--- src/core/tdm_switch_consts.svh ---
// Offsets, field positions, reset values and counts of the stream configuration block.
// Assumes inclusion by bare name from the package and the design modules.
`ifndef TDM_SWITCH_CONSTS_SVH
`define TDM_SWITCH_CONSTS_SVH

// Register indexes on the 3-bit register port
`define ADR_MODE      3'h0
`define ADR_PAIR      3'h1
`define ADR_OFFSET    3'h2
`define ADR_STATUS    3'h3
`define ADR_IN_LO     3'h4
`define ADR_IN_HI     3'h5
`define ADR_OUT_LO    3'h6
`define ADR_OUT_HI    3'h7

// Field positions
`define MODE_DIFF_BIT 0
`define MODE_IN_LSB   1
`define MODE_OUT_LSB  3
`define MODE_CFG_LSB  5
`define PAIR_A_LSB    0
`define PAIR_B_LSB    4
`define OFS_EN_BIT    0
`define OFS_AMT_LSB   1
`define ST_BLOCK_BIT  0
`define ST_CHOICE_BIT 1
`define ST_CLK8_BIT   2
`define ST_NIB_BIT    3
`define ST_BAD_BIT    4
`define ST_OFS_BIT    5

// Reset values
`define MODE_RST      8'h00
`define PAIR_RST      8'h32
`define OFFSET_RST    8'h00

// Counts and limits
`define OFS_MAX       3'h4
`define PAIR_MIN      4'h2
`define PAIR_MAX      4'h9
`define CH_32         8'h20
`define CH_64         8'h40
`define CH_128        8'h80
`define BANK_LAST     2'h2
`define TAPS          4

// Stream masks
`define IN_2          16'h0003
`define IN_4          16'h000F
`define IN_8          16'h00FF
`define IN_16         16'hFFFF
`define OUT_2         10'h003
`define OUT_4         10'h00F
`define OUT_8         10'h0FF
`define PAIR_FIXED    10'h003

`endif

--- src/core/tdm_switch_pkg.sv ---
// Types shared by the stream configuration block and its offset delay line.
// Assumes the constants header sits beside it.
`include "tdm_switch_consts.svh"

package tdm_switch_pkg;

  typedef enum logic [1:0] {
    RATE_2M  = 2'b00,
    RATE_4M  = 2'b01,
    RATE_8M  = 2'b10,
    RATE_RSV = 2'b11
  } rate_type;

  typedef enum logic [1:0] {
    CFG_WIDE   = 2'b00,
    CFG_DOUBLE = 2'b01,
    CFG_PAIRS  = 2'b10,
    CFG_NIBBLE = 2'b11
  } cfg_type;

  typedef struct packed {
    logic [`TAPS-1:0][16:0] taps;
    logic [16:0]            dout;
  } delay_state_type;

  typedef struct packed {
    logic        fp_s1;
    logic        fp_s2;
    logic        fp_d;
    logic [15:0] si_s1;
    logic [15:0] si_s2;
    logic        mux_s1;
    logic        mux_s2;
    logic [7:0]  interface_mode_register;
    logic [7:0]  pair_select_register;
    logic [7:0]  input_offset_register;
    logic [7:0]  rdata;
    logic [15:0] in_en;
    logic [9:0]  out_en;
    logic [7:0]  chans_in;
    logic [7:0]  chans_out;
    logic        clk_8m;
    logic        delay_choice;
    logic        blocking;
    logic        nibble;
    logic        cfg_bad;
    logic        ofs_active;
    logic        out_frame;
    logic        var_delay;
    logic [1:0]  wr_bank;
    logic [1:0]  rd_bank;
  } cfg_state_type;

endpackage : tdm_switch_pkg

--- src/core/tdm_switch_stream_config.sv ---
// Stream configuration of a TDM time-slot switch: rates, stream sets, delay type, offset.
// Assumes a host on the plain register port and pins synchronised here before use.
`timescale 1ns/1ps
`include "tdm_switch_consts.svh"

// How it works
// - At 2 Mb/s identical rate, select field picks wide, double, pairs or nibble.
// - Wide: eight by eight streams, 32 channels, 4 MHz clock, delay choice.
// - Double: inputs 0-15, outputs 0-7, variable delay, only in multiplexed bus mode.
// - Pairs: streams 0,1 fixed plus host pairs A and B from 2 to 9.
// - Nibble: 64 nibbles per stream, eight inputs, four outputs, blocking.
// - 4 Mb/s eight by four: 64 channels, 4 MHz clock, variable delay only.
// - 4 Mb/s four by four: 64 channels, 4 MHz clock, delay choice.
// - 8 Mb/s: two by two, 128 slots, 8 MHz clock, select field ignored.
// - Different rates: rates from both fields, select ignored, delay choice.
// - Conversion sets streams: 8x4, 8x2, 4x8 or 2x8 by rate pair.
// - Input offset works only when input rate is 4 or 8 Mb/s.
// - Offset delays input sampling and input frame by up to four cycles.
// - Output frame stays on the frame pulse whatever the offset.
// - Where a delay choice exists, each output channel takes variable or constant delay from its type bit.
// - Variable reads the current bank; constant keeps frame order by bank rotation.
// - Mode bit low means identical rates, high means different rates.
// - Identical rates take the input rate field and ignore the output field.
// - Constant delay reads out in frame N+2 what frame N wrote.
module tdm_switch_stream_config
  import tdm_switch_pkg::*;
(
  // Clock and reset
  input  wire logic        clk_sys,
  input  wire logic        rst,
  // Register port
  input  wire logic [2:0]  addr,
  input  wire logic [7:0]  wdata,
  input  wire logic        wr,
  input  wire logic        rd,
  output logic      [7:0]  rdata_r,
  // Pins
  input  wire logic        frame_pulse_in,
  input  wire logic [15:0] serial_in_stream,
  input  wire logic        mux_bus_mode,
  // Upper connect memory delay type bit of the channel now being read
  input  wire logic        delay_type_bit,
  // Configuration results
  output logic      [15:0] in_en_r,
  output logic      [9:0]  out_en_r,
  output logic      [7:0]  chans_in_r,
  output logic      [7:0]  chans_out_r,
  output logic             clk_8m_r,
  output logic             delay_choice_r,
  output logic             blocking_r,
  output logic             nibble_r,
  output logic             cfg_bad_r,
  // Frame timing and data paths
  output logic      [15:0] sampled_in_r,
  output logic             in_frame_r,
  output logic             out_frame_r,
  output logic             var_delay_r,
  output logic      [1:0]  wr_bank_r,
  output logic      [1:0]  rd_bank_r
);

  cfg_state_type s_r;
  cfg_state_type s_nxt;

  rate_type    in_rate;
  rate_type    out_rate;
  cfg_type     cfg_sel;
  logic        diff_mode;
  logic        fp_rise;
  logic [3:0]  pair_a;
  logic [3:0]  pair_b;
  logic [2:0]  ofs_amt;
  logic [16:0] delayed;

  always_comb
  begin
    s_nxt     = s_r;
    fp_rise   = s_r.fp_s2 & ~s_r.fp_d;
    diff_mode = s_r.interface_mode_register[`MODE_DIFF_BIT];
    in_rate   = rate_type'(s_r.interface_mode_register[`MODE_IN_LSB +: 2]);
    out_rate  = rate_type'(s_r.interface_mode_register[`MODE_OUT_LSB +: 2]);
    cfg_sel   = cfg_type'(s_r.interface_mode_register[`MODE_CFG_LSB +: 2]);
    pair_a    = s_r.pair_select_register[`PAIR_A_LSB +: 4];
    pair_b    = s_r.pair_select_register[`PAIR_B_LSB +: 4];
    if (in_rate == RATE_RSV)
    begin
      in_rate = RATE_2M;
    end
    if (out_rate == RATE_RSV)
    begin
      out_rate = RATE_2M;
    end
    if (!diff_mode)
    begin
      out_rate = in_rate;
    end
    // Pin synchronisers
    s_nxt.fp_s1  = frame_pulse_in;
    s_nxt.fp_s2  = s_r.fp_s1;
    s_nxt.fp_d   = s_r.fp_s2;
    s_nxt.si_s1  = serial_in_stream;
    s_nxt.si_s2  = s_r.si_s1;
    s_nxt.mux_s1 = mux_bus_mode;
    s_nxt.mux_s2 = s_r.mux_s1;
    // Register writes
    if (wr)
    begin
      case (addr)
        `ADR_MODE:   s_nxt.interface_mode_register = wdata;
        `ADR_PAIR:   s_nxt.pair_select_register    = wdata;
        `ADR_OFFSET: s_nxt.input_offset_register   = wdata;
        default:     s_nxt.rdata = s_r.rdata;
      endcase
    end
    // Register reads, data valid only in the following cycle
    s_nxt.rdata = 8'h00;
    if (rd)
    begin
      case (addr)
        `ADR_MODE:   s_nxt.rdata = s_r.interface_mode_register;
        `ADR_PAIR:   s_nxt.rdata = s_r.pair_select_register;
        `ADR_OFFSET: s_nxt.rdata = s_r.input_offset_register;
        `ADR_STATUS:
        begin
          s_nxt.rdata[`ST_BLOCK_BIT]  = s_r.blocking;
          s_nxt.rdata[`ST_CHOICE_BIT] = s_r.delay_choice;
          s_nxt.rdata[`ST_CLK8_BIT]   = s_r.clk_8m;
          s_nxt.rdata[`ST_NIB_BIT]    = s_r.nibble;
          s_nxt.rdata[`ST_BAD_BIT]    = s_r.cfg_bad;
          s_nxt.rdata[`ST_OFS_BIT]    = s_r.ofs_active;
        end
        `ADR_IN_LO:  s_nxt.rdata = s_r.in_en[7:0];
        `ADR_IN_HI:  s_nxt.rdata = s_r.in_en[15:8];
        `ADR_OUT_LO: s_nxt.rdata = s_r.out_en[7:0];
        default:     s_nxt.rdata = {6'h00, s_r.out_en[9:8]};
      endcase
    end
    // Stream configuration decode
    s_nxt.nibble       = 1'b0;
    s_nxt.cfg_bad      = 1'b0;
    s_nxt.blocking     = 1'b0;
    s_nxt.delay_choice = 1'b1;
    s_nxt.clk_8m       = (in_rate == RATE_8M) || (out_rate == RATE_8M);
    s_nxt.in_en        = `IN_8;
    s_nxt.out_en       = `OUT_8;
    if (diff_mode)
    begin
      // Rate conversion sets its own streams; the select field is not looked at
      s_nxt.delay_choice = 1'b1;
      case ({in_rate, out_rate})
        {RATE_2M, RATE_4M}: s_nxt.out_en = `OUT_4;
        {RATE_2M, RATE_8M}: s_nxt.out_en = `OUT_2;
        {RATE_4M, RATE_2M}: s_nxt.in_en  = `IN_4;
        {RATE_8M, RATE_2M}: s_nxt.in_en  = `IN_2;
        default:            s_nxt.cfg_bad = 1'b1;
      endcase
    end
    else if (in_rate == RATE_8M)
    begin
      s_nxt.in_en  = `IN_2;
      s_nxt.out_en = `OUT_2;
    end
    else if (in_rate == RATE_4M)
    begin
      s_nxt.in_en  = `IN_4;
      s_nxt.out_en = `OUT_4;
      if (cfg_sel == CFG_WIDE)
      begin
        s_nxt.in_en        = `IN_8;
        s_nxt.blocking     = 1'b1;
        s_nxt.delay_choice = 1'b0;
      end
    end
    else
    begin
      case (cfg_sel)
        CFG_WIDE:
        begin
          s_nxt.in_en  = `IN_8;
          s_nxt.out_en = `OUT_8;
        end
        CFG_DOUBLE:
        begin
          if (s_r.mux_s2)
          begin
            s_nxt.in_en        = `IN_16;
            s_nxt.blocking     = 1'b1;
            s_nxt.delay_choice = 1'b0;
          end
          else
          begin
            s_nxt.cfg_bad = 1'b1;
          end
        end
        CFG_PAIRS:
        begin
          s_nxt.out_en = `PAIR_FIXED;
          for (int i = 2; i < 10; i++)
          begin
            if (pair_a == 4'(i) || pair_b == 4'(i))
            begin
              s_nxt.out_en[i] = 1'b1;
            end
          end
          if (pair_a < `PAIR_MIN || pair_a > `PAIR_MAX || pair_a == pair_b ||
              pair_b < `PAIR_MIN || pair_b > `PAIR_MAX)
          begin
            s_nxt.cfg_bad = 1'b1;
          end
          s_nxt.in_en = {6'h00, s_nxt.out_en};
        end
        CFG_NIBBLE:
        begin
          s_nxt.nibble       = 1'b1;
          s_nxt.out_en       = `OUT_4;
          s_nxt.blocking     = 1'b1;
          s_nxt.delay_choice = 1'b0;
        end
        default:
        begin
          s_nxt.cfg_bad = 1'b1;
        end
      endcase
    end
    // Channels per frame for each direction
    case (in_rate)
      RATE_8M: s_nxt.chans_in = `CH_128;
      RATE_4M: s_nxt.chans_in = `CH_64;
      default: s_nxt.chans_in = s_nxt.nibble ? `CH_64 : `CH_32;
    endcase
    case (out_rate)
      RATE_8M: s_nxt.chans_out = `CH_128;
      RATE_4M: s_nxt.chans_out = `CH_64;
      default: s_nxt.chans_out = s_nxt.nibble ? `CH_64 : `CH_32;
    endcase
    // Input offset, limited to four cycles and to fast inputs
    s_nxt.ofs_active = s_r.input_offset_register[`OFS_EN_BIT] &&
                       (in_rate != RATE_2M);
    ofs_amt = 3'h0;
    if (s_r.ofs_active)
    begin
      ofs_amt = s_r.input_offset_register[`OFS_AMT_LSB +: 3];
      if (ofs_amt > `OFS_MAX)
      begin
        ofs_amt = `OFS_MAX;
      end
    end
    // Output frame follows the frame pulse directly
    s_nxt.out_frame = fp_rise;
    // Data memory banks rotate once per frame
    if (fp_rise)
    begin
      s_nxt.wr_bank = (s_r.wr_bank == `BANK_LAST) ? 2'h0 : s_r.wr_bank + 2'h1;
    end
    s_nxt.var_delay = !(s_nxt.delay_choice && delay_type_bit);
    if (s_nxt.var_delay)
    begin
      s_nxt.rd_bank = s_nxt.wr_bank;
    end
    else
    begin
      s_nxt.rd_bank = (s_nxt.wr_bank == `BANK_LAST) ? 2'h0 : s_nxt.wr_bank + 2'h1;
    end
  end

  always_ff @(posedge clk_sys)
  begin
    if (rst)
    begin
      s_r <= '0;
      s_r.interface_mode_register <= `MODE_RST;
      s_r.pair_select_register    <= `PAIR_RST;
      s_r.input_offset_register   <= `OFFSET_RST;
      s_r.in_en                   <= `IN_8;
      s_r.out_en                  <= `OUT_8;
      s_r.chans_in                <= `CH_32;
      s_r.chans_out               <= `CH_32;
      s_r.delay_choice            <= 1'b1;
      s_r.var_delay               <= 1'b1;
    end
    else
    begin
      s_r <= s_nxt;
    end
  end

  // Offset delay on input samples and the input frame mark
  offset_delay_line u_delay (
    .clk_sys (clk_sys),
    .rst     (rst),
    .din     ({fp_rise, s_r.si_s2}),
    .amt     (ofs_amt),
    .dout_r  (delayed)
  );

  assign rdata_r        = s_r.rdata;
  assign in_en_r        = s_r.in_en;
  assign out_en_r       = s_r.out_en;
  assign chans_in_r     = s_r.chans_in;
  assign chans_out_r    = s_r.chans_out;
  assign clk_8m_r       = s_r.clk_8m;
  assign delay_choice_r = s_r.delay_choice;
  assign blocking_r     = s_r.blocking;
  assign nibble_r       = s_r.nibble;
  assign cfg_bad_r      = s_r.cfg_bad;
  assign sampled_in_r   = delayed[15:0];
  assign in_frame_r     = delayed[16];
  assign out_frame_r    = s_r.out_frame;
  assign var_delay_r    = s_r.var_delay;
  assign wr_bank_r      = s_r.wr_bank;
  assign rd_bank_r      = s_r.rd_bank;
endmodule : tdm_switch_stream_config

--- src/core/offset_delay_line.sv ---
// Delay line that shifts sampled serial inputs and the frame mark by 0 to 4 cycles.
// Assumes inputs already synchronised to clk_sys and an amount no larger than four.
`timescale 1ns/1ps
`include "tdm_switch_consts.svh"

module offset_delay_line
  import tdm_switch_pkg::*;
(
  // Clock and reset
  input  wire logic        clk_sys,
  input  wire logic        rst,
  // Data in, amount, data out
  input  wire logic [16:0] din,
  input  wire logic [2:0]  amt,
  output logic      [16:0] dout_r
);

  delay_state_type s_r;
  delay_state_type s_nxt;

  always_comb
  begin
    s_nxt = s_r;
    s_nxt.taps[0] = din;
    for (int i = 1; i < `TAPS; i++)
    begin
      s_nxt.taps[i] = s_r.taps[i-1];
    end
    if (amt == 3'h0)
    begin
      s_nxt.dout = din;
    end
    else
    begin
      s_nxt.dout = s_r.taps[amt[1:0] - 2'h1];
    end
    if (amt >= `OFS_MAX)
    begin
      s_nxt.dout = s_r.taps[`TAPS-1];
    end
  end

  always_ff @(posedge clk_sys)
  begin
    if (rst)
    begin
      s_r <= '0;
    end
    else
    begin
      s_r <= s_nxt;
    end
  end

  assign dout_r = s_r.dout;

endmodule : offset_delay_line

--- config.mk ---
export PLATFORM = sky130hd
export DESIGN_NAME = tdm_switch_stream_config
export DESIGN_NICKNAME = d
export VERILOG_FILES = /design/src/core/tdm_switch_pkg.sv /design/src/core/tdm_switch_stream_config.sv /design/src/core/offset_delay_line.sv
export VERILOG_INCLUDE_DIRS = /design/src /design/src/core
export SDC_FILE = /design/constraint.sdc
export NUM_CORES = 1
export LEC_CHECK = 0
export BUFFER_PORTS_ARGS = -buffer_cell sky130_fd_sc_hd__buf_2
export CAP_MARGIN = 20
export CORE_MARGIN = 4
export CORE_UTILIZATION = 35
export CTS_BUF_LIST = sky130_fd_sc_hd__clkbuf_8 sky130_fd_sc_hd__clkbuf_16
export DETAILED_ROUTE_END_ITERATION = 16
export PLACE_DENSITY = 0.53
export SLEW_MARGIN = 0
export SYNTH_ARGS = -nofsm -noshare
export SYNTH_HDL_FRONTEND = slang
export SYNTH_HIERARCHICAL = 1
export SYNTH_SLANG_ARGS = --single-unit
--- constraint.sdc ---
create_clock -name clk_sys -period 1.95 [get_ports clk_sys]
set_clock_uncertainty 0.05 [all_clocks]
set_input_delay 0.0975 -clock clk_sys [delete_from_list [all_inputs] [get_ports clk_sys]]
set_output_delay 0.0975 -clock clk_sys [all_outputs]
set_load 0.02 [all_outputs]
After elaboration in Yosys (flattened, before gate mapping). Index checks and enable logic that the tools add are counted.

$add $sub $neg: 3. Multipliers: 0. Div/mod/pow operators: 0. Order comparisons: 7. Eq/ne operators: 38. Shift-type cells: 0. Mux-type cells: 49. Bitwise logic cells: 3. Reductions and logical operators: 26.

Operator list (number): $mux W26 (3); $pmux W8 S2 (4); $mux W17 (3); $pmux W6 S7 (1); $eq A4 B3 Y1 const B (9); $bmux W17 S2 (1); $pmux W16 S2 (1); $mux W2 (11); $eq A4 B2 Y1 const B (5); $eq A4 B4 Y1 const B (5); $pmux W10 S2 (1); $eq A2 B2 Y1 const B (8); $mux W16 (1); $mux W1 (15); $logic_or A1 B1 Y1 (13); $pmux W2 S6 (1); $eq A3 B3 Y1 const B (3); $gt A4 B4 Y1 const B (2); $lt A4 B2 Y1 const B (2); $mux W8 (1); $mux W7 (1); $eq A2 B1 Y1 const B (3); $eq A3 B2 Y1 const B (2); $logic_not A3 Y1 (2); other kinds (22) (28).

Register bits after elaboration: 208. Latch bits: 0. RAM bits: 0. ROM bits: 0. Input bits: 34. Output and inout port bits: 78. Word-level logic and storage cells: 156. Memories kept: 0.

Logic depth before layout (Yosys ltp).
Word-level depth: 12. Mapped depth: 9. Gate-level depth less buffers: 9.

By module. Netlist, hierarchy kept.

By module, submodules not included: tdm_switch_stream_config (times used 1, cells each 514, area an instance 4611.9 µm², sequential area each 2082.0 µm²); offset_delay_line (times used 1, cells each 284, area an instance 3276.9 µm², sequential area each 1701.6 µm²).

Worst setup path before layout. Ideal clock, no wire load.

Path kind: register to register. Start point: register s_r[65] (netlist bit). End point: register u_delay.s_r, in the netlist u_delay/dout_r[10]. Library setup time: 0.079 ns. Data arrival time: 1.970 ns. Data required time: 1.821 ns. Slack: -0.149 ns. Stages on the path, launching flop included: 10. Buffers on the path: 3. Period minus slack after synthesis: 2.099 ns. Cell sequence: dfxtp_1 > and3b_1 > buf_2 > buf_4 > inv_1 > ha_1 > nor4_4 > buf_6 > nand2_1 > o221ai_2.

Word-level cells in the longest chain between the ends: 8. Elaborated cells between the ends (all ways): 10. Those cells by class: add/sub: 1; order compare: 2; mux: 6; reduce/logical: 1.

RTL lines: start: declaration (line tdm_switch_stream_config.sv:62) `cfg_state_type s_r;`; start signal: assignment (line tdm_switch_stream_config.sv:283) `s_r <= s_nxt;`; $gt A3 B3 Y1 (no line) (*); $mux W3 (*) (line tdm_switch_stream_config.sv:243) `` if (ofs_amt > `OFS_MAX) ``; $mux W3 (*) (line tdm_switch_stream_config.sv:240) `if (s_r.ofs_active)`; via ofs_amt[0] (line tdm_switch_stream_config.sv:72) `logic [2:0] ofs_amt;`; $sub A2 B1 Y2 (line offset_delay_line.sv:35) `s_nxt.dout = s_r.taps[amt[1:0] - 2'h1];`; $bmux W17 S2 (line offset_delay_line.sv:35); $mux W17 (not written as such) (line offset_delay_line.sv:35); $mux W17 (line offset_delay_line.sv:29) `if (amt == 3'h0)`; $mux W17 (*) (line offset_delay_line.sv:37) `` if (amt >= `OFS_MAX) ``; end signal: assignment (line offset_delay_line.sv:51) `s_r <= s_nxt;`; end: declaration (line offset_delay_line.sv:18) `delay_state_type s_r;`.

Mark *: on every way through the listed nets, which the timed path passes. The rest lies on a longest branch. The select of a mux whose other input is x is not followed. A chain may end at the register's enable or synchronous reset.

Worst setup path in the final report.
Start point: register s_r[79] (netlist bit). End point: register s_r, in the netlist rd_bank_r[0].

Word-level cells in the longest chain between the ends: 8. Elaborated cells between the ends (all ways): 9. Those cells by class: eq/ne: 3; mux: 5; reduce/logical: 1.

RTL lines: $eq A2 B2 Y1 (line tdm_switch_stream_config.sv:85) `if (in_rate == RATE_RSV)`; $mux W2 (*) (line tdm_switch_stream_config.sv:85); $eq A2 B1 Y1 (line tdm_switch_stream_config.sv:163) `else if (in_rate == RATE_4M)`; $mux W2 (line tdm_switch_stream_config.sv:163); $mux W4 (*) (line tdm_switch_stream_config.sv:158) `else if (in_rate == RATE_8M)`; $mux W1 (*) (line tdm_switch_stream_config.sv:146) `if (diff_mode)`; $logic_and A1 B1 Y1 (*) (line tdm_switch_stream_config.sv:255) `s_nxt.var_delay = !(s_nxt.delay_choice && delay_type_bit);`; $mux W2 (*) (line tdm_switch_stream_config.sv:256) `if (s_nxt.var_delay)`.

Every way passes the cells marked *; elsewhere a longest branch is shown, timed or not.

==> results.cfg <==
[drt]
drtAntennaViolNets = 0
drc = 0
wl_per_cell_um = 16.2
firstDrtPassIters = 5
drt_wl_total_mm = 18.8
vias = 5552
vias_per_cell = 4.77
dr.first_iter.drc_count = 344

[layout]
drive_gt1_frac = 0.248
area_growth_pct = 17.1
nNetsFinal = 916
final_cells = 1164
antenna_cells = 0

[synth]
synthArstFlopShare = 0
synth_cell_type_count = 62
yosys_warnings = 6
synth_flop_cell = dfxtp_1
synth_seq_area_share = 0.480
synthesis.area_um2 = 7890
synthCells = 798
ys_ff_latch = 189
syn_avg_cell_area_um2 = 9.89
synth-edff-count = 0

[floorplanning]
io_pins = 112
dieWidth_um = 158
core_area_um2 = 22000
die_h_um = 158
initial_core_util = 0.358
num_rows = 54
die-area_um2 = 25000

[timing]
holdWs_ns = 0.0851
final_min_period_over_clock_period = 0.962
setup_viol = 0
final_hold_viol_count = 0
max_clock_freq_mhz = 533
min_period_ns = 1.88
maxSlewViolCount = 0

[global_route]
overflow = 0
grt_max_degree = 94
grt_pass1_vias = 5329
antenna_found_initial = 0
grt_pass1_wl_mm = 29.6
grtUsageTotal = 0.152

[setup_path]
path_max_fanout = 7
reg2reg_slack_ns = 0.07
crit_path_start_kind = flip-flop
required_ns = 2.26
crit_arrival_ns = 2.19
r2r-start = s_r[79]
crit_path_start = s_r[79]
crit_path_end_kind = flip-flop
critical_path_class = reg -> reg

[cts]
ctsRootBufferMaster = clkbuf_16
clk_pin_slew_ns = 0.07
cts_tree = yes
cts_buffer_depth = 2
h-tree-depth = 4
clk_latency_ns = 0.43
cts_buffers = 17
clock-sinks = 189

[placement]
place_inst = 1103
dp_hpwl_mm = 13.2
gp_congestion = 0.834
port_buffers = 97

[pwr]
p_per_area_nw_per_um2 = 884
irDropWorstVdd_mv = 0.417
p_total_mw = 8.16
cellLeakagePower_nw = 3.64

[hold_path]
worstHoldStart = rst
hp-class = in -> reg

[status]
status = finished clean

[run]
cap_violations = 0
[final timing paths]
check | cells past startpoint | endpoint
setup / recovery | 7 | rd_bank_r[0]
hold / removal | 3 | chans_in_r[5]
setup reg to reg | 7 | rd_bank_r[0]
hold reg to reg | 1 | s_r[88]
[report_power, final]
part	leakage [nW]	internal [mW]	switching, mW
Combinational	1.80	0.233	0.313
Clock	0.305	1.98	1.62
Sequential	1.54	3.96	0.0625
Total	3.64	6.17	1.99
[timing repair]
| action | CTS | global route |
|---|---|---|
| setup endpoints to repair | 4 | 11 |
| gates resized for setup | 3 | 11 |
| endpoints found under the hold margin | 49 | 0 |
| pin swaps | 1 | 2 |
| setup buffers | 0 | 1 |
| hold buffers | 28 | 0 |
[worst max-delay path: stages (launching register included)]
cell and delay, ns:
dfxtp_2 0.33, buf_4 0.13, ha_1 0.21, buf_4 0.17
nor2b_1 0.16, a311o_4 0.36, a211o_1 0.30, nand4_1 0.09
[sequential cells by signal (all words and copies together) (netlist names), 2 cells and up]
signal / cells
u_delay/s_r: 17
rdata_r: 8
u_delay/s_nxt: 51
rd_bank_r: 2
chans_out_r: 3
pair_b: 4
wr_bank_r: 2
out_en_r: 8
u_delay/dout_r: 17
in_en_r: 9
s_r: 32
s_nxt: 19
chans_in_r: 3
pair_a: 4
cfg_sel: 2
[cell type report]
class | instances | area (um2)
Fill cell | 2193 | 12800
Sequential cell | 189 | 3790
Multi-Input combinational cell | 487 | 3360
Timing Repair Buffer | 160 | 1060
Clock buffer | 18 | 439
Tap cell | 280 | 350
Clock inverter | 14 | 175
Inverter | 16 | 60.1
[cell usage in the layout, fill, tap and decap left out, types with 7 or more instances in the layout]
master / instances
dfxtp_1: 186
nor2b_1: 115
buf_2: 96
nand2_1: 84
a21oi_1: 34
buf_4: 33
dlygate4sd3_1: 28
mux2i_1: 24
nor2_1: 23
o21ai_0: 19
inv_1: 17
clkbuf_16: 17
conb_1: 14
nand3_1: 12
mux2_1: 12
o221ai_2: 11
a22oi_2: 10
a22oi_1: 8
ha_1: 7
[synth_stat cells (15+ instances only)]
master | instances | area (um2)
o21ai_0 | 22 | 110
nor2_1 | 23 | 86.3
a21oi_1 | 35 | 175
buf_4 | 74 | 556
inv_1 | 16 | 60.1
clkbuf_1 | 24 | 90.1
dfxtp_1 | 189 | 3780
nor2b_1 | 115 | 719
mux2i_1 | 24 | 240
nand2_1 | 84 | 315
buf_2 | 15 | 75.1
[routing by layer]
layer	vias to the layer above	part of all wire	global-route usage	routed length, um
li1	2771	-	-	-
met1	2639	0.49	0.213	9210
met2	124	0.45	0.235	8560
met3	18	0.044	0.0353	832
met4	0	0.012	0.0435	224
met5	-	0	0	0
[through the flow]
| stage | setup TNS (ns) | setup slack, ns | util | area [um2] |
|---|---|---|---|---|
| 6_report | 0 | 0.0749 | 0.419 | 9240 |
| 5_1_grt | -0.0119 | -0.00698 | 0.419 | 9240 |
| 4_1_cts | 0 | 0.0371 | 0.418 | 9200 |
| 3_5_place_dp | -0.507 | -0.148 | 0.377 | 8290 |
| 3_3_place_gp | -0.140 | -0.0386 | 0.377 | 8290 |
| 2_1_floorplan | 0 | 0.0128 | - | 7940 |
[logic make-up (layout without fill, tap and decap cells)]
| kind of cell | Yosys count | after routing | share of synthesized area |
|---|---|---|---|
| and+or+nand+nor | 286 | 286 | 0.200 |
| muxes | 45 | 45 | 0.0661 |
| AOI/OAI and AO/OA | 125 | 125 | 0.124 |
| other | 2 | 14 | 0.000952 |
| adders and majority gates | 11 | 11 | 0.0174 |
| buffers and inverters | 134 | 208 | 0.105 |
| DFF | 189 | 189 | 0.480 |
| xor gates and xnor gates | 6 | 6 | 0.00666 |
(Power assumes the default switching activity.)
